--- config.mk ---
export PLATFORM = sky130hd
export DESIGN_NAME = usbpl_top
export DESIGN_NICKNAME = d
export VERILOG_FILES = /design/src/inc/usbpl_pkg.sv /design/src/hdl/usbpl_edge.sv /design/src/hdl/usbpl_serial.sv /design/src/hdl/usbpl_top.sv
export SDC_FILE = /design/constraint.sdc
export NUM_CORES = 1
export LEC_CHECK = 0
export ABC_AREA = 1
export BUFFER_PORTS_ARGS = -buffer_cell sky130_fd_sc_hd__buf_2
export CAP_MARGIN = 20
export CORE_UTILIZATION = 59
export CTS_CLUSTER_SIZE = 10
export DETAILED_ROUTE_END_ITERATION = 7
export PLACE_DENSITY = 0.8
export SETUP_SLACK_MARGIN = 0.4
export SLEW_MARGIN = 5
export SYNTH_ARGS = -nofsm -noshare
export SYNTH_HDL_FRONTEND = slang
export SYNTH_SLANG_ARGS = --single-unit
--- constraint.sdc ---
create_clock -name clk_sys -period 3.45 [get_ports clk_sys]
set_input_delay 0.1725 -clock clk_sys [delete_from_list [all_inputs] [get_ports clk_sys]]
set_output_delay 0.1725 -clock clk_sys [all_outputs]
set_load 0.05 [all_outputs]
--- src/inc/usbpl_pkg.sv ---
// package for the strobe-bus uart pin logic
package usbpl_pkg;
  // register select values (chosen map)
  localparam logic [3:0] USBPL_A_MODE = 4'h0;
  localparam logic [3:0] USBPL_A_STAT = 4'h1;
  localparam logic [3:0] USBPL_A_CMD = 4'h2;
  localparam logic [3:0] USBPL_A_TXD = 4'h3;
  localparam logic [3:0] USBPL_A_IPR = 4'h4;
  localparam logic [3:0] USBPL_A_ISR = 4'h5;
  localparam logic [3:0] USBPL_A_IMR = 4'h6;
  localparam logic [3:0] USBPL_A_OUT_PORT_CONFIG_REG = 4'h7;
  localparam logic [3:0] USBPL_A_OPSET = 4'h8;
  localparam logic [3:0] USBPL_A_OPCLR = 4'h9;
  localparam logic [3:0] USBPL_A_RXD = 4'hA;
  // reset values
  localparam logic [7:0] USBPL_RST_ZERO = 8'h00;
  localparam logic [7:0] USBPL_OUT_IDLE = 8'hFF;
  // status bit positions
  localparam int USBPL_SR_TXRDY = 2;
  localparam int USBPL_SR_RXRDY = 0;
  // irq status bit positions
  localparam int USBPL_ISR_TX = 0;
  localparam int USBPL_ISR_RX = 1;
  localparam int USBPL_ISR_COS = 7;
  // command codes in cmd register
  localparam logic [1:0] USBPL_CMD_TXEN = 2'h1;
  localparam logic [1:0] USBPL_CMD_RXEN = 2'h2;
  // out_port_config_reg fields
  localparam int USBPL_OUT_PORT_CONFIG_REG_RTS = 0;
  localparam int USBPL_OUT_PORT_CONFIG_REG_OP2L = 1;
  localparam int USBPL_OUT_PORT_CONFIG_REG_OP4 = 4;
  localparam int USBPL_OUT_PORT_CONFIG_REG_OP6 = 6;
  localparam int USBPL_OUT_PORT_CONFIG_REG_LOOP = 7;
  localparam logic [1:0] USBPL_OP2_TX16 = 2'h1;
  localparam logic [1:0] USBPL_OP2_TX1 = 2'h2;
  localparam logic [1:0] USBPL_OP2_RX1 = 2'h3;
  // mode register fields, timer enable bit of cmd, data width and divider end
  localparam int USBPL_MR_CTS = 0;
  localparam int USBPL_MR_TXC = 1;
  localparam int USBPL_MR_RXC = 2;
  localparam int USBPL_MR_CTC = 3;
  localparam int USBPL_DBITS = 8;
  localparam logic [3:0] USBPL_OVS = 4'hF;
  // host bus request group
  typedef struct packed {
    logic chip_select_n;
    logic write_strobe_n;
    logic read_strobe_n;
    logic [3:0] register_select;
  } usbpl_bus_s;
endpackage

--- src/hdl/usbpl_edge.sv ---
// edge detector for a synchronous pin
`timescale 1ns/1ns
module usbpl_edge (
  // clocking
  input wire logic clk_sys,
  input wire logic rst,
  input wire logic ce,
  // pin in, edges out
  input wire logic pin,
  output logic rise,
  output logic fall
);
  logic prev_q;
  logic prev_d;

  // next value is the current pin
  always_comb begin
    prev_d = ce ? pin : prev_q;
  end

  // idle level high so a high-held pin shows no false edge later
  always_ff @(posedge clk_sys or posedge rst) begin
    if (rst) begin
      prev_q <= 1'b1;
    end else begin
      prev_q <= prev_d;
    end
  end

  assign rise = ce & pin & ~prev_q;
  assign fall = ce & ~pin & prev_q;
endmodule // usbpl_edge

--- src/hdl/usbpl_serial.sv ---
// bit shifter for one serial direction, lsb first
`timescale 1ns/1ns
module usbpl_serial #(
  parameter int DBITS = 8
) (
  // clocking
  input wire logic clk_sys,
  input wire logic rst,
  input wire logic ce,
  // control
  input wire logic start,
  input wire logic tick,
  input wire logic [DBITS-1:0] load,
  input wire logic sin,
  // state
  output logic busy,
  output logic done,
  output logic sout,
  output logic [DBITS-1:0] word
);
  logic [DBITS+1:0] sh_q, sh_d;
  logic [3:0] cnt_q, cnt_d;
  logic done_q, done_d;

  // shift frame: start, data, stop
  always_comb begin
    sh_d = sh_q;
    cnt_d = cnt_q;
    done_d = 1'b0;
    if (ce) begin
      if (start && cnt_q == 4'h0) begin
        sh_d = {1'b1, load, 1'b0};
        cnt_d = 4'(DBITS + 2);
      end else if (tick && cnt_q != 4'h0) begin
        sh_d = {sin, sh_q[DBITS+1:1]};
        cnt_d = cnt_q - 4'h1;
        done_d = (cnt_q == 4'h1);
      end
    end else begin
      done_d = done_q;
    end
  end

  // idle shifter reads all ones, holding the line at mark
  always_ff @(posedge clk_sys or posedge rst) begin
    if (rst) begin
      sh_q <= '1;
      cnt_q <= 4'h0;
      done_q <= 1'b0;
    end else begin
      sh_q <= sh_d;
      cnt_q <= cnt_d;
      done_q <= done_d;
    end
  end

  assign busy = (cnt_q != 4'h0);
  assign done = done_q;
  assign sout = sh_q[0] | ~busy;
  assign word = sh_q[DBITS:1];
endmodule // usbpl_serial

--- src/hdl/usbpl_top.sv ---
// strobe-style host port and pin logic of a one-channel uart
// Functional notes
// - strobe bus style chosen only when style pin reads high.
// - chip select low enables transfers; high floats the data bus.
// - write loads addressed register at write strobe rising edge.
// - read drives addressed register from read strobe falling edge.
// - data bus bit zero is the least significant bit.
// - reset clears status, masks, irq status, port value, port config.
// - reset drives outputs high, stops timer, idles channel at mark.
// - open-drain irq low while any masked condition is true.
// - receive lsb first, high is mark, low is space.
// - transmit lsb first; line at mark when disabled, idle or looped.
// - out bit zero: general output or request-to-send, auto dropped.
// - out bit two: general, tx 1x/16x clock or rx 1x clock.
// - out bits four and six mirror rx and tx irq, open drain.
// - in bit zero: general or clear-to-send, with change detect.
// - in bit one: general input with change detect.
// - in bit two: general input with change detect.
// - in bit three tx clock: shift on its falling edge.
// - in bit four rx clock: sample on its rising edge.
// - in bits five, six and out bits odd are plain.
`timescale 1ns/1ns
module usbpl_top #(
  parameter int DBITS = usbpl_pkg::USBPL_DBITS
) (
  // clocking
  input wire logic clk_sys,
  input wire logic rst,
  input wire logic ce,
  // bus style select, high for strobe style
  input wire logic bus_style_sel,
  // host bus
  input wire usbpl_pkg::usbpl_bus_s host_bus,
  input wire logic [7:0] host_data_in,
  output logic [7:0] host_data_out,
  output logic host_data_oe,
  // interrupt, open drain
  output logic irq_request_out,
  output logic irq_request_oe,
  // serial line
  input wire logic rx_serial_in,
  output logic tx_serial_out,
  // ports
  input wire logic [6:0] input_port_bits,
  output logic [7:0] output_port_bits,
  output logic [7:0] output_port_oe,
  // counter/timer run state
  output logic timer_running
);
  import usbpl_pkg::*;

  logic [7:0] mode_q, mode_d, sr_q, sr_d, imr_q, imr_d, isr_q, isr_d;
  logic [7:0] opr_q, opr_d, out_port_config_reg_q, out_port_config_reg_d, thr_q, thr_d, rhr_q, rhr_d;
  logic [7:0] rd_q, rd_d;
  logic [1:0] cmd_q, cmd_d;
  logic [3:0] div_q, div_d;
  logic [6:0] ip_q, ip_d;
  logic ctr_q, ctr_d, rts_q, rts_d, oe_q, oe_d;
  // byte written and not yet launched; reset clears status, so the
  // status bit alone cannot tell a fresh byte from an empty register
  logic tx_pend_q, tx_pend_d, tx_wr;
  logic sel, wr_rise, rd_fall, rd_act;
  logic txc_fall, rxc_rise;
  logic tx_tick, rx_tick, x16, tx_start, rx_start;
  logic tx_busy, tx_line, rx_busy, rx_done;
  logic [DBITS-1:0] rx_word;
  logic [3:0] cos;
  logic [7:0] opsel;

  // strobe style only when style pin reads high
  assign sel = bus_style_sel & ~host_bus.chip_select_n;

  // strobe and external clock edges; unused edges left open
  usbpl_edge u_wr (.clk_sys(clk_sys), .rst(rst), .ce(ce),
    .pin(host_bus.write_strobe_n), .rise(wr_rise), .fall());
  usbpl_edge u_rd (.clk_sys(clk_sys), .rst(rst), .ce(ce),
    .pin(host_bus.read_strobe_n), .rise(), .fall(rd_fall));
  usbpl_edge u_txc (.clk_sys(clk_sys), .rst(rst), .ce(ce),
    .pin(input_port_bits[3]), .rise(), .fall(txc_fall));
  usbpl_edge u_rxc (.clk_sys(clk_sys), .rst(rst), .ce(ce),
    .pin(input_port_bits[4]), .rise(rxc_rise), .fall());

  // internal 16x divider for the bit clock
  always_comb begin
    div_d = ce ? div_q + 4'h1 : div_q;
  end
  assign x16 = ce & (div_q == USBPL_OVS);
  // external tx clock shifts on its falling edge
  assign tx_tick = mode_q[USBPL_MR_TXC] ? txc_fall : x16;
  // external rx clock samples on its rising edge
  assign rx_tick = mode_q[USBPL_MR_RXC] ? rxc_rise : x16;

  // cts gates transmit start when flow control enabled
  // launch only a byte written since the last launch, into an idle shifter
  assign tx_start = tx_pend_q && !tx_busy && cmd_q[0] &&
    !(mode_q[USBPL_MR_CTS] && input_port_bits[0]);
  assign tx_wr = wr_rise & sel & (host_bus.register_select == USBPL_A_TXD);
  // start bit seen as space on the line
  assign rx_start = cmd_q[1] && !rx_busy && !rx_serial_in;

  usbpl_serial #(.DBITS(DBITS)) u_tx (.clk_sys(clk_sys), .rst(rst),
    .ce(ce), .start(tx_start), .tick(tx_tick), .load(thr_q),
    .sin(1'b1), .busy(tx_busy), .done(), .sout(tx_line),
    .word());
  // rx shifts lsb first from the line
  usbpl_serial #(.DBITS(DBITS)) u_rx (.clk_sys(clk_sys), .rst(rst),
    .ce(ce), .start(rx_start), .tick(rx_tick), .load('1),
    .sin(rx_serial_in), .busy(rx_busy), .done(rx_done), .sout(),
    .word(rx_word));

  // change of state on inputs zero to three
  assign cos = ip_q[3:0] ^ input_port_bits[3:0];
  assign rd_act = rd_fall & sel;

  // register file next state
  always_comb begin
    mode_d = mode_q;
    sr_d = sr_q;
    imr_d = imr_q;
    isr_d = isr_q;
    opr_d = opr_q;
    out_port_config_reg_d = out_port_config_reg_q;
    thr_d = thr_q;
    rhr_d = rhr_q;
    cmd_d = cmd_q;
    ctr_d = ctr_q;
    ip_d = ip_q;
    rts_d = rts_q;
    tx_pend_d = tx_pend_q;
    if (ce) begin
      ip_d = input_port_bits;
      // clears from reads first, so hardware sets below win
      if (rd_act && host_bus.register_select == USBPL_A_RXD) begin
        sr_d[USBPL_SR_RXRDY] = 1'b0;
        isr_d[USBPL_ISR_RX] = 1'b0;
      end
      if (rd_act && host_bus.register_select == USBPL_A_IPR) begin
        isr_d[USBPL_ISR_COS] = 1'b0;
      end
      // write takes effect at strobe rising edge
      if (wr_rise && sel) begin
        case (host_bus.register_select)
          USBPL_A_MODE: mode_d = host_data_in;
          USBPL_A_CMD: begin
            cmd_d = host_data_in[1:0];
            ctr_d = host_data_in[USBPL_MR_CTC];
          end
          USBPL_A_TXD: begin
            thr_d = host_data_in;
            sr_d[USBPL_SR_TXRDY] = 1'b0;
            isr_d[USBPL_ISR_TX] = 1'b0;
          end
          USBPL_A_IMR: imr_d = host_data_in;
          USBPL_A_OUT_PORT_CONFIG_REG: out_port_config_reg_d = host_data_in;
          USBPL_A_OPSET: opr_d = opr_q | host_data_in;
          USBPL_A_OPCLR: opr_d = opr_q & ~host_data_in;
          default: ;
        endcase
      end
      if (tx_start) begin
        sr_d[USBPL_SR_TXRDY] = 1'b1;
        isr_d[USBPL_ISR_TX] = 1'b1;
      end
      if (rx_done) begin
        rhr_d = rx_word;
        sr_d[USBPL_SR_RXRDY] = 1'b1;
        isr_d[USBPL_ISR_RX] = 1'b1;
      end
      if (|cos) begin
        isr_d[USBPL_ISR_COS] = 1'b1;
      end
      // rts asserted while rx enabled, dropped once tx drains
      rts_d = ~(cmd_q[1] | tx_busy);
      // a byte written in the launch cycle stays pending for the next
      if (tx_start) begin
        tx_pend_d = 1'b0;
      end
      if (tx_wr) begin
        tx_pend_d = 1'b1;
      end
    end
  end

  // reset clears registers and idles everything
  always_ff @(posedge clk_sys or posedge rst) begin
    if (rst) begin
      mode_q <= USBPL_RST_ZERO;
      sr_q <= USBPL_RST_ZERO;
      imr_q <= USBPL_RST_ZERO;
      isr_q <= USBPL_RST_ZERO;
      opr_q <= USBPL_RST_ZERO;
      out_port_config_reg_q <= USBPL_RST_ZERO;
      thr_q <= USBPL_RST_ZERO;
      rhr_q <= USBPL_RST_ZERO;
      cmd_q <= 2'h0;
      ctr_q <= 1'b0;
      div_q <= 4'h0;
      ip_q <= 7'h7F;
      rts_q <= 1'b1;
      tx_pend_q <= 1'b0;
    end else begin
      mode_q <= mode_d;
      sr_q <= sr_d;
      imr_q <= imr_d;
      isr_q <= isr_d;
      opr_q <= opr_d;
      out_port_config_reg_q <= out_port_config_reg_d;
      thr_q <= thr_d;
      rhr_q <= rhr_d;
      cmd_q <= cmd_d;
      ctr_q <= ctr_d;
      div_q <= div_d;
      ip_q <= ip_d;
      rts_q <= rts_d;
      tx_pend_q <= tx_pend_d;
    end
  end

  // read data captured at read strobe falling edge
  // bit zero of each value lands on bus bit zero
  always_comb begin
    rd_d = rd_q;
    if (rd_act) begin
      case (host_bus.register_select)
        USBPL_A_MODE: rd_d = mode_q;
        USBPL_A_STAT: rd_d = sr_q;
        USBPL_A_IPR: rd_d = {1'b0, input_port_bits};
        USBPL_A_ISR: rd_d = isr_q;
        USBPL_A_IMR: rd_d = imr_q;
        USBPL_A_OUT_PORT_CONFIG_REG: rd_d = out_port_config_reg_q;
        USBPL_A_RXD: rd_d = rhr_q;
        default: rd_d = USBPL_RST_ZERO;
      endcase
    end
  end

  // drive bus while selected and read strobe low
  always_comb begin
    oe_d = oe_q;
    if (ce) begin
      oe_d = sel & ~host_bus.read_strobe_n & (rd_act | oe_q);
    end
  end

  always_ff @(posedge clk_sys or posedge rst) begin
    if (rst) begin
      rd_q <= USBPL_RST_ZERO;
      oe_q <= 1'b0;
    end else begin
      rd_q <= rd_d;
      oe_q <= oe_d;
    end
  end

  // data floats unless chip select and read are low
  assign host_data_out = rd_q;
  assign host_data_oe = oe_q & sel;

  // never drives high; the board pull-up gives the released level
  // irq pulled low while any masked condition is true
  assign irq_request_out = 1'b0;
  assign irq_request_oe = |(isr_q & imr_q);

  // loop mode only masks the line, the shifter keeps its place
  // line at mark when disabled, idle or in local loop
  assign tx_serial_out = (out_port_config_reg_q[USBPL_OUT_PORT_CONFIG_REG_LOOP] | ~cmd_q[0]) ? 1'b1 :
    tx_line;

  // timer runs only when enabled; stopped by reset
  assign timer_running = ctr_q;

  // output port mux, pin level is inverse of port register bit
  always_comb begin
    opsel = ~opr_q;
    // rts on out bit zero, active low
    if (out_port_config_reg_q[USBPL_OUT_PORT_CONFIG_REG_RTS]) begin
      opsel[0] = rts_q;
    end
    case (out_port_config_reg_q[USBPL_OUT_PORT_CONFIG_REG_OP2L +: 2])
      USBPL_OP2_TX16: opsel[2] = div_q[3];
      USBPL_OP2_TX1: opsel[2] = tx_tick;
      USBPL_OP2_RX1: opsel[2] = rx_tick;
      default: opsel[2] = ~opr_q[2];
    endcase
    // rx and tx irq mirrors, low when active
    if (out_port_config_reg_q[USBPL_OUT_PORT_CONFIG_REG_OP4]) begin
      opsel[4] = 1'b0;
    end
    if (out_port_config_reg_q[USBPL_OUT_PORT_CONFIG_REG_OP6]) begin
      opsel[6] = 1'b0;
    end
  end

  // outputs high after reset; odd bits plain outputs
  // open-drain bits drive only when their irq bit is set
  always_comb begin
    output_port_bits = opsel;
    output_port_oe = USBPL_OUT_IDLE;
    if (out_port_config_reg_q[USBPL_OUT_PORT_CONFIG_REG_OP4]) begin
      output_port_oe[4] = isr_q[USBPL_ISR_RX];
    end
    if (out_port_config_reg_q[USBPL_OUT_PORT_CONFIG_REG_OP6]) begin
      output_port_oe[6] = isr_q[USBPL_ISR_TX];
    end
  end
endmodule // usbpl_top

==> metrics, run 1 <==
largest net degree at the start of global routing=67; Final Hold Fails=0; total congestion overflow=0; cts hold-fix bufs=1; relative slew slack=0.411; diodes inserted=0; clock skew=~0.014 ns; vias in the first global route=4,157; setup TNS=0 ns; Final #Nets=724; fin crit period=roughly 2.5 ns; Syn Inst Count=approximately 650; RSZ-0062 raised after global routing=false; Post-synth ARST share=1.00; Layout Utilization=0.668; CTS buffer count=9; post-DP HPWL=8.33 mm; initial antenna violation count=0; most instantiated library cell after synthesis=nand2_1; die width=about 95 um; CTS HTree Levels=3; Met3 Wirelength=815 um; number of synthesized flops with an enable pin=0; first-pass GRT wire length=just under 20 mm; final period utilization=0.717; Setup WS pre-CTS=~1 ns; clk slew on worst S/H paths=0.10 ns; layout cells sized above 1=0.142; clk_lat worst skew=~0.37 ns; Synthesis Warnings=0; clk sinks=between 100 and 150; type of origin of the critical path=flip-flop; outcome=finished clean; startpoint of the worst register-to-register path=u_tx.cnt_q[0]; Site Rows=33; Vias/cell=~5.5; die area=about 0.009 mm2; Critical Path RT=around 3.7 ns; initial core utilization=0.612; Total Wirelength=11.7 mm; RD Place Congestion=roughly 0.91; measured slew at the worst slew-check pin=0.880 ns; Top Metal Used=met4; fmax=around 0.40 GHz; DR WL/cell=~15 um; most frequent cells after synthesis=nand2_1 (246), dfrtp_1 (77), nand3_1 (67), inv_1 (62), o21ai_0 (57); postcts setup bufs=0; data arrival time of the worst path=around 2.7 ns; Unique masters post-synth=29; fin worst setup slack=about 0.97 ns; Port Buf Inserts=48; Post-Route M1 WL=between 5 and 6 mm; drt pass-1 iters=8; Hold Crit Class=in2reg; max-cap viol count=0; initial drt markers=348; Area contributors post-synth=dfrtp_1 (38%), nand2_1 (18%), dfstp_2 (14%), nand3_1 (6.6%), o21ai_0 (5.6%); worst hold margin=approximately 0.038 ns; worst setup path class=reg2reg; Routed Antenna Nets=0; Pleak=2.92 nW; Synth Register Bits=between 100 and 150; synthesized area=about 0.005 mm2; Main synth FF type=dfrtp_1; num ports=56; Syn Area/Cell=between 7 and 8 um2; TritonCTS clock tree=done; clk buf depth=2; largest area contributor in the netlist=dfrtp_1; largest fanout on the critical path=15; Max VDD drop=approximately 260 uV; share of the synthesized area in the top cell type=0.381; area grow syn2layout=9.08%; PD cells=509 mW/mm2; die height=94.6 um; Slew Limit Fails=0; critical path endpoint category=flip-flop; Core Footprint=roughly 0.0083 mm2; met2 WL=between 5 and 6 mm; # resized after CTS=0; # DRC=0; min-delay src=input_port_bits[1]; DR vias=~4,400; post-synthesis sequential area ratio=0.516; GRT Util Overall=0.292; CTS root buffer=clkbuf_8; Critical Path Start=u_tx.cnt_q[0]; endpoints failing setup=0
-- layout by cell type, fill, tap and decap left out, types with 7 or more instances in the layout --
cell | Yosys | layout
nand3_1 | 67 | 67
dfrtp_1 | 77 | 77
conb_1 | 2 | 7
clkbuf_8 | 0 | 11
dfstp_2 | 26 | 26
buf_2 | 4 | 48
nand4_1 | 9 | 9
nand2_1 | 246 | 246
inv_1 | 62 | 61
o21ai_0 | 57 | 57
nor2_1 | 51 | 51
-- through the flow --
| stage | area, um2 | cells | power [mW] |
|---|---|---|---|
| after global placement | 5300 | 786 | 2.00 |
| after CTS | 5520 | 803 | 2.82 |
| after global routing | 5520 | 803 | 2.97 |
| final | 5520 | 803 | 2.81 |
| after detailed placement | 5300 | 786 | 2.03 |
| after floorplan | 5080 | 659 | 1.90 |
-- path summary, 6_finish.rpt --
check | to | slack, ns | depth (start not counted)
max in group asynchronous | ip_q[0] | 2.07 | 4
min | ip_q[1] | 0.04 | 3
min reg2reg | u_rx.sh_q[3] | 0.47 | 2
max reg2reg | u_tx.cnt_q[1] | 0.97 | 7
max | u_tx.cnt_q[1] | 0.97 | 7
min in group asynchronous | u_rx.cnt_q[3] | 0.50 | 3
-- where the power goes --
group          internal [mW]  leakage [nW]  switching (mW)
logic                  0.175          1.53           0.383
clock network          0.377        0.0988           0.415
registers               1.36          1.29          0.0957
total                   1.91          2.92           0.894
-- sequential cells by signal, indices dropped and copies added, names as in the netlist, 2 cells and up, named ones only --
register               cells
host_data_out              8
rhr_q                      8
isr_q                      3
ip_q                       4
imr_q                      8
cmd_q                      2
mode_q                     8
u_tx.sh_q                  9
out_port_config_reg_q      8
u_rx.sh_q                  9
u_tx.cnt_q                 4
u_rx.cnt_q                 4
thr_q                      8
div_q                      4
-- cell families (layout without fill, tap and decap cells) --
kind of cell,count (synthesis),count (layout),synth area share
flops,103,103,0.516
mux,1,1,0.00223
buf+inv,91,130,0.0799
simple gates,378,378,0.307
compound gates,66,66,0.0675
xor+xnor,9,9,0.0156
other cells,2,7,0.00148
fa+ha+maj,4,4,0.00990
-- worst max-delay path, stage by stage (launching register included) --
cell,delay (ns)
dfrtp_1,0.40
inv_1,0.09
ha_1,0.19
nand2_1,0.08
nor2_1,0.48
nand3_1,0.53
nand2_1,0.45
o21ai_0,0.14
-- per-layer routing --
metal | track usage | vias up
met1 | 0.405 | 2075
met5 | 0 | -
met2 | 0.464 | 184
li1 | - | 2128
met4 | 0.0997 | 0
met3 | 0.0515 | 16
-- final cells by class --
type	count	area (um2)
inverters	63	239
flip-flops and latches	103	2610
fillers	688	2740
clock inverters	4	53.8
well taps	105	131
repair buffers	51	265
clock buffers	12	155
multi-input cells	465	2060
Power figures use the tool's default switching activity.
==> inputs of run 2 (changes only) <==
- clock period: 3.45 -> 2.57 ns (I/O delays scaled with it)
==> run 2 against run 1 <==
  * Flip-flop and latch count stayed put
  * Non-clock buffer count is 12 higher
  * Sequential power is 34% higher
  * Global-route usage is 0.24 points lower
  * Cell count is 1.5% higher
  * Sequential share of layout area is 0.92 points lower
  * Utilization is 1.3 points higher
  * Highest routed layer unchanged
  * Clock power is 26% higher
  * Worst setup slack worse by 0.34 ns
  * Design area is 2.0% higher
  * First-iteration DRC count is 38% lower
  * Critical path depth is 1 higher
==> metrics, run 2 (synthesis results as in run 1) <==
outcome=finished clean (unchanged); postcts setup bufs=0 (unchanged); fin crit period=between 1.5 and 2 ns; vias in the first global route=4,145 (was 4,157); worst hold margin=0.0132 ns (was 0.0382 ns); min-delay src=host_bus[4] (was input_port_bits[1]); biggest regs=u_rx.sh_q x9, u_tx.sh_q x9 (unchanged); placed inst area=0.00539 mm2 (was 0.00530 mm2); CTS buffer count=9 (unchanged); Routed Antenna Nets=0 (unchanged); GRT Util Overall=0.289 (was 0.292); RSZ-0062 raised after global routing=false (unchanged); clk buf depth=2 (unchanged); relative slew slack=0.413 (was 0.411); clk sinks=103 (unchanged); post-route cell area=0.00563 mm2 (was 0.00552 mm2); CTS HTree Levels=3 (unchanged); Core Footprint=0.00826 mm2 (unchanged); critical path endpoint category=output port (was flip-flop); Vias/cell=5.39 (was 5.48); Port Buf Inserts=48 (unchanged); Register Area=0.00261 mm2 (unchanged); diodes inserted=0 (unchanged); type of origin of the critical path=flip-flop (unchanged); Hold Crit Class=in2reg (unchanged); area grow syn2layout=11.2% (was 9.08%); first-pass GRT wire length=19.6 mm (was 19.8 mm); Critical Path RT=2.44 ns (was 3.70 ns); setup TNS=0 ns (unchanged); worst reg2reg path depth=9 (was 7); Site Rows=33 (unchanged); final period utilization=0.752; total congestion overflow=0 (unchanged); post-DP HPWL=8.61 mm (was 8.33 mm); Final Hold Fails=0 (unchanged); initial drt markers=216 (was 348); Slew Limit Fails=0 (unchanged); DR vias=4,389 (was 4,403); PD cells=665 mW/mm2 (was 509 mW/mm2); register-to-register setup slack=0.68 ns (was 0.97 ns); Total Wirelength=11.7 mm (about the same); CTS root buffer=clkbuf_8 (unchanged); measured slew at the worst slew-check pin=0.879 ns (was 0.880 ns); endpoints failing setup=0 (unchanged); Layout Utilization=0.681 (was 0.668); fmax=roughly 0.52 GHz; hold depth=3 (unchanged); clock skew=0.0105 ns (was 0.0139 ns); initial antenna violation count=0 (unchanged); largest fanout on the critical path=3 (was 15); FILL cells=692 (was 688); num ports=56 (unchanged); largest net degree at the start of global routing=41 (was 67); die height=94.6 um (unchanged); DR WL/cell=14.4 um (was 14.6 um); Pleak=2.98 nW (was 2.92 nW); TritonCTS clock tree=done (unchanged); startpoint of the worst register-to-register path=u_tx.cnt_q[0] (unchanged); max-cap viol count=0 (unchanged); clk slew on worst S/H paths=0.09 ns (was 0.10 ns); drt pass-1 iters=5 (was 8); worst setup path class=reg2out (was reg2reg); reg2reg end=u_tx.cnt_q[1] (unchanged); # DRC=0 (unchanged); Final #Nets=736 (was 724); most frequent cells in the layout=nand2_1 (245), dfrtp_1 (77), nand3_1 (67) (was nand2_1 (246), dfrtp_1 (77), nand3_1 (67)); RD Place Congestion=0.945 (was 0.912); multi-input logic area=0.00206 mm2 (about the same); die area=0.00895 mm2 (unchanged); Max VDD drop=321 uV (was 264 uV); most common cell after layout, fill and taps aside=nand2_1 (unchanged); clk_lat worst skew=0.38 ns (was 0.37 ns); hold path endpoint=u_rd.prev_q (was ip_q[1]); data arrival time of the worst path=1.81 ns (was 2.73 ns); initial core utilization=0.612 (unchanged); die width=94.6 um (unchanged); layout cells sized above 1=0.154 (was 0.142)
==> run 2: cell types whose count changed in the layout (fill, tap and decap cells not counted) <==
cell           delta
buf_4             +7
dlygate4sd3_1     +3
buf_12            +2
clkbuf_8          -2
inv_6             +2
bufinv_16         -1
clkbuf_16         +1
clkinv_2          +1
inv_4             -1
nand2_1           -1
nand2_2           +1
==> run 2: cell type report <==
class | instances | share of cell area
Sequential cell | 103 | 0.464
Multi-Input combinational cell | 465 | 0.367
Timing Repair Buffer | 63 | 0.0690
Inverter | 63 | 0.0427
Clock buffer | 11 | 0.0271
Tap cell | 105 | 0.0234
Clock inverter | 5 | 0.00690
==> run 2: power by group <==
group | internal [mW] | total (mW) | switching (mW) | leakage [nW]
Sequential | 1.83 | 1.96 | 0.132 | 1.29
Combinational | 0.260 | 0.779 | 0.519 | 1.59
Clock | 0.419 | 1.00 | 0.582 | 0.0955
==> run 2: timing repair <==
action,4_1_cts,5_1_grt
endpoints found under the setup margin,0,4
hold endpoints to repair,28,0
resized for setup,0,1
hold buffers,4,0
==> run 2: how the worst max path moves through the flow <==
stage | to | slack [ns] | from
2_1_floorplan | u_tx.cnt_q[1] | 0.95 | u_tx.cnt_q[0]
3_3_place_gp | u_tx.cnt_q[1] | 0.67 | u_tx.cnt_q[0]
3_5_place_dp | u_tx.cnt_q[1] | 0.56 | u_tx.cnt_q[0]
4_1_cts | u_tx.cnt_q[1] | 0.53 | u_tx.cnt_q[0]
5_1_grt | output_port_bits[2] | 0.51 | div_q[0]
6_report | output_port_bits[2] | 0.64 | div_q[0]
==> run 2: stage by stage <==
| stage | worst slack (ns) | instances | power [mW] |
|---|---|---|---|
| finish | 0.636 | 815 | 3.74 |
| global route | 0.509 | 815 | 3.95 |
| CTS | 0.530 | 815 | 3.75 |
| detailed placement | 0.555 | 795 | 2.76 |
| global placement | 0.667 | 795 | 2.72 |
| floorplan | 0.954 | 659 | 2.55 |
==> run 2: critical path, cell delays in order (launching register included) <==
cell and delay, ns:
dfrtp_1 0.41, ha_1 0.16, nand2_1 0.07, nor2_1 0.15, nand2_1 0.11, nand2_1 0.12, nand3_1 0.08, nand3_1 0.08
buf_2 0.26
==> run 2: per-layer routing <==
metal,vias up,part of all wire,global-route usage
met5,-,0,0
met4,0,0.026,0.0985
met3,30,0.053,0.0556
met2,153,0.48,0.481
met1,2061,0.44,0.381
li1,2145,-,-
==> inputs of run 3 (changes only) <==
- ABC_AREA: 1 -> 0
- CORE_UTILIZATION: 59 -> 58
- PLACE_DENSITY: 0.8 -> 0.79
- clock period: 2.57 -> 1.8 ns (I/O delays scaled with it)
==> run 3 against run 2 <==
  * The flow now finishes with violations (setup timing)
  * Wire length grew 7.6%
  * Register-to-register slack got worse by 0.87 ns
  * Worst setup slack got worse by 0.98 ns
  * Design area rose by 16%
  * Area after synthesis decreased by 2.2%
  * Critical path type unchanged
  * Critical endpoint unchanged
  * Largest cell class unchanged
==> metrics, run 3 <==
most frequent cells after synthesis=dfrtp_1 (77), mux2_2 (60), nand2_1 (30), inv_1 (28), dfstp_2 (26) (was nand2_1 (246), dfrtp_1 (77), nand3_1 (67), inv_1 (62), o21ai_0 (57)); Final Hold Fails=0 (unchanged); Post-Synth XOR/XNOR Area=0.0142 (was 0.0156); vias in the first global route=3,909 (was 4,145); multi-input logic area=0.00258 mm2 (was 0.00206 mm2); synthesized area=0.00495 mm2 (was 0.00506 mm2); failing checks=setup timing; total congestion overflow=0 (unchanged); RD Place Congestion=0.865 (was 0.945); largest area contributor in the netlist=dfrtp_1 (unchanged); Post-Synth Simple-Gate Area=0.115 (was 0.307); clock skew=0.0162 ns (was 0.0105 ns); Site Rows=33 (unchanged); # DRC=0 (unchanged); crit path to=output_port_bits[2] (unchanged); met2 WL=6.46 mm (was 5.65 mm); Syn Inst Count=411 (was 654); Met3 Wirelength=565 um (was 626 um); Post-Route M1 WL=5.31 mm (was 5.15 mm); reg2reg end=u_tx.cnt_q[3] (was u_tx.cnt_q[1]); worst reg2reg path depth=8 (was 9); layout cells sized above 1=0.537 (was 0.154); Pleak=3.07 nW (was 2.98 nW); initial antenna violation count=0 (unchanged); Layout Utilization=0.794 (was 0.681); Synth Register Bits=103 (unchanged); worst setup path class=reg2out (unchanged); Main synth FF type=dfrtp_1 (unchanged); most frequent cells in the layout=dfrtp_1 (77), buf_4 (47), buf_2 (43) (was nand2_1 (245), dfrtp_1 (77), nand3_1 (67)); drt pass-1 iters=4 (was 5); Net Sw Power=2.25 mW (was 1.23 mW); initial core utilization=0.602 (was 0.612); Slew Limit Fails=0 (unchanged); die height=94.4 um (was 94.6 um); diodes inserted=0 (unchanged); share of the synthesized area in the top cell type=0.389 (was 0.381); CTS HTree Levels=3 (unchanged); DR WL/cell=20.0 um (was 14.4 um); first-pass GRT wire length=19.9 mm (was 19.6 mm); Register Area=0.00261 mm2 (unchanged); Total Wirelength=12.6 mm (was 11.7 mm); data arrival time of the worst path=2.06 ns (was 1.81 ns); fin crit period=roughly 2.1 ns; biggest regs=u_rx.sh_q x9, u_tx.sh_q x9 (unchanged); Max VDD drop=825 uV (was 321 uV); clk sinks=103 (unchanged); clk_lat worst skew=0.38 ns (about the same); endpoints failing setup=26 (was 0); number of synthesized flops with an enable pin=0 (unchanged); post-DP HPWL=8.27 mm (was 8.61 mm); Routed Antenna Nets=0 (unchanged); num ports=56 (unchanged); Post-Synth Adder-Cell Area=0.0101 (was 0.00990); Unique masters post-synth=70 (was 29); Syn Area/Cell=12.0 um2 (was 7.73 um2); combinational family with the most area after synthesis=multiplexers (was simple AND/OR/NAND/NOR gates); most instantiated library cell after synthesis=dfrtp_1 (was nand2_1); CTS buffer count=9 (unchanged); RSZ-0062 raised after global routing=true (was false); max-cap viol count=0 (unchanged); Comb power frac=0.330 (was 0.208); clk buf depth=2 (unchanged); Sw Share=0.323 (was 0.330); PD cells=1070 mW/mm2 (was 665 mW/mm2); Vias/cell=5.84 (was 5.39); largest fanout on the critical path=4 (was 3); Synthesis Warnings=0 (unchanged); FILL cells=481 (was 692); GRT Util Overall=0.301 (was 0.289); startpoint of the worst register-to-register path=u_tx.cnt_q[1] (was u_tx.cnt_q[0]); CTS root buffer=clkbuf_8 (unchanged); Clock Power Share=0.196 (was 0.268); internal power=4.70 mW (was 2.51 mW); Sequential Power Share=0.474 (was 0.524); fin worst setup slack=-0.346 ns (was 0.636 ns); register-to-register setup slack=-0.19 ns (was 0.68 ns); Hold Crit Class=in2reg (unchanged); Post-synth ARST share=1.00 (unchanged); fmax=about 0.47 GHz; initial drt markers=255 (was 216); Critical Path RT=1.71 ns (was 2.44 ns); TritonCTS clock tree=done (unchanged); mux cell area share after synthesis=0.179 (was 0.00223); Port Buf Inserts=48 (unchanged); area grow syn2layout=31.8% (was 11.2%); Area contributors post-synth=dfrtp_1 (39%), dfstp_2 (14%), mux2_2 (14%), mux2i_1 (2.8%), nand2_1 (2.3%) (was dfrtp_1 (38%), nand2_1 (18%), dfstp_2 (14%), nand3_1 (6.6%), o21ai_0 (5.6%)); post-synthesis sequential area ratio=0.528 (was 0.516); Final #Nets=554 (was 736); largest net degree at the start of global routing=64 (was 41); critical path endpoint category=output port (unchanged); most common cell after layout, fill and taps aside=dfrtp_1 (was nand2_1); DR vias=3,688 (was 4,389); Compound-Gate Fraction of Synth Area=0.103 (was 0.0675); Setup WS pre-CTS=-0.237 ns (was 0.555 ns); die area=0.00890 mm2 (was 0.00895 mm2); type of origin of the critical path=flip-flop (unchanged); final period utilization=1.19; Top Metal Used=met4 (unchanged); Critical Path Start=div_q[0] (unchanged); outcome=finished, violations left (was finished clean); die width=94.4 um (was 94.6 um); Core Footprint=0.00822 mm2 (was 0.00826 mm2); clk slew on worst S/H paths=0.09 ns (about the same)
run 3: changes by cell type in the layout (fill, tap and decap cells not counted), sizes merged, moves of 6 or more:
cell,delta
inv,-37
nor2,-34
nand3,-63
o21ai,-46
mux2,+59
o221a,+8
nand4,-7
mux2i,+14
nand2,-215
buf,+57
or2,+6
run 3: power by group through the flow:
stage / combinational [mW] / sequential [mW] / clock [mW]
finish: 2.29 / 3.29 / 1.36
global route: 2.48 / 3.34 / 1.46
CTS: 2.18 / 3.28 / 1.36
detailed placement: 1.74 / 3.29 / 0
global placement: 1.65 / 3.26 / 0
floorplan: 1.30 / 3.21 / 0
run 3: metal layers:
layer	GRT usage	up-vias
met5	0	-
met4	0.122	0
met3	0.0612	27
met2	0.507	110
met1	0.380	1863
li1	-	1688
run 3: cell families (layout without fill, tap and decap cells):
| group | after synthesis | count (layout) |
|---|---|---|
| AOI/OAI and AO/OA | 66 | 67 |
| xor gates and xnor gates | 8 | 8 |
| adders and majority gates | 4 | 4 |
| buffers and inverters | 52 | 162 |
| DFF | 103 | 103 |
| muxes | 77 | 77 |
| other | 2 | 7 |
| and+or+nand+nor | 99 | 99 |
run 3: area by class of cell:
cell class                 instances  share of cell area
clock inverter                     2             0.00249
tap                              105              0.0201
timing repair buffer             119               0.140
multi-input combinational        262               0.396
clock buffer                      13              0.0244
sequential                       103               0.400
inverter                          28              0.0167
run 3: worst min-delay path by stage:
stage | start | end | slack, ns | depth (start not counted)
CTS | input_port_bits[2] | ip_q[2] | 0.01 | 2
detailed placement | rst | imr_q[5] | 0.05 | 2
global route | input_port_bits[4] | u_rxc.prev_q | 0.007 | 2
floorplan | host_data_in[0] | mode_q[0] | 0.24 | 1
global placement | rst | imr_q[5] | 0.05 | 2
finish | input_port_bits[1] | ip_q[1] | 0.01 | 2
run 3: metrics by stage:
stage | power (mW) | hold WS (ns) | instance area (um2) | TNS (ns) | std cells
final | 6.95 | 0.0111 | 6520 | -2.65 | 632
after global routing | 7.28 | 0.00676 | 6520 | -4.11 | 632
after CTS | 6.82 | 0.0119 | 6410 | -2.01 | 624
after detailed placement | 5.03 | 0.0513 | 5690 | -2.36 | 580
after global placement | 4.91 | 0.0461 | 5690 | -0.954 | 580
after floorplan | 4.52 | 0.238 | 5220 | -2.06 | 416
run 3: repair_timing:
item | 4_1_cts | 5_1_grt
setup buffers | 25 | 8
endpoints found under the setup margin | 79 | 85
cloned | 1 | 0
hold endpoints to repair | 62 | 0
resized for setup | 82 | 16
hold buffers | 3 | 0
pin swaps | 27 | 15
run 3: worst max-delay path, cell delays in order, from the launching register on:
cell and delay (ns):
dfrtp_1 0.40, ha_2 0.20, nand4_1 0.22, o32ai_2 0.16
mux4_2 0.53, buf_8 0.17
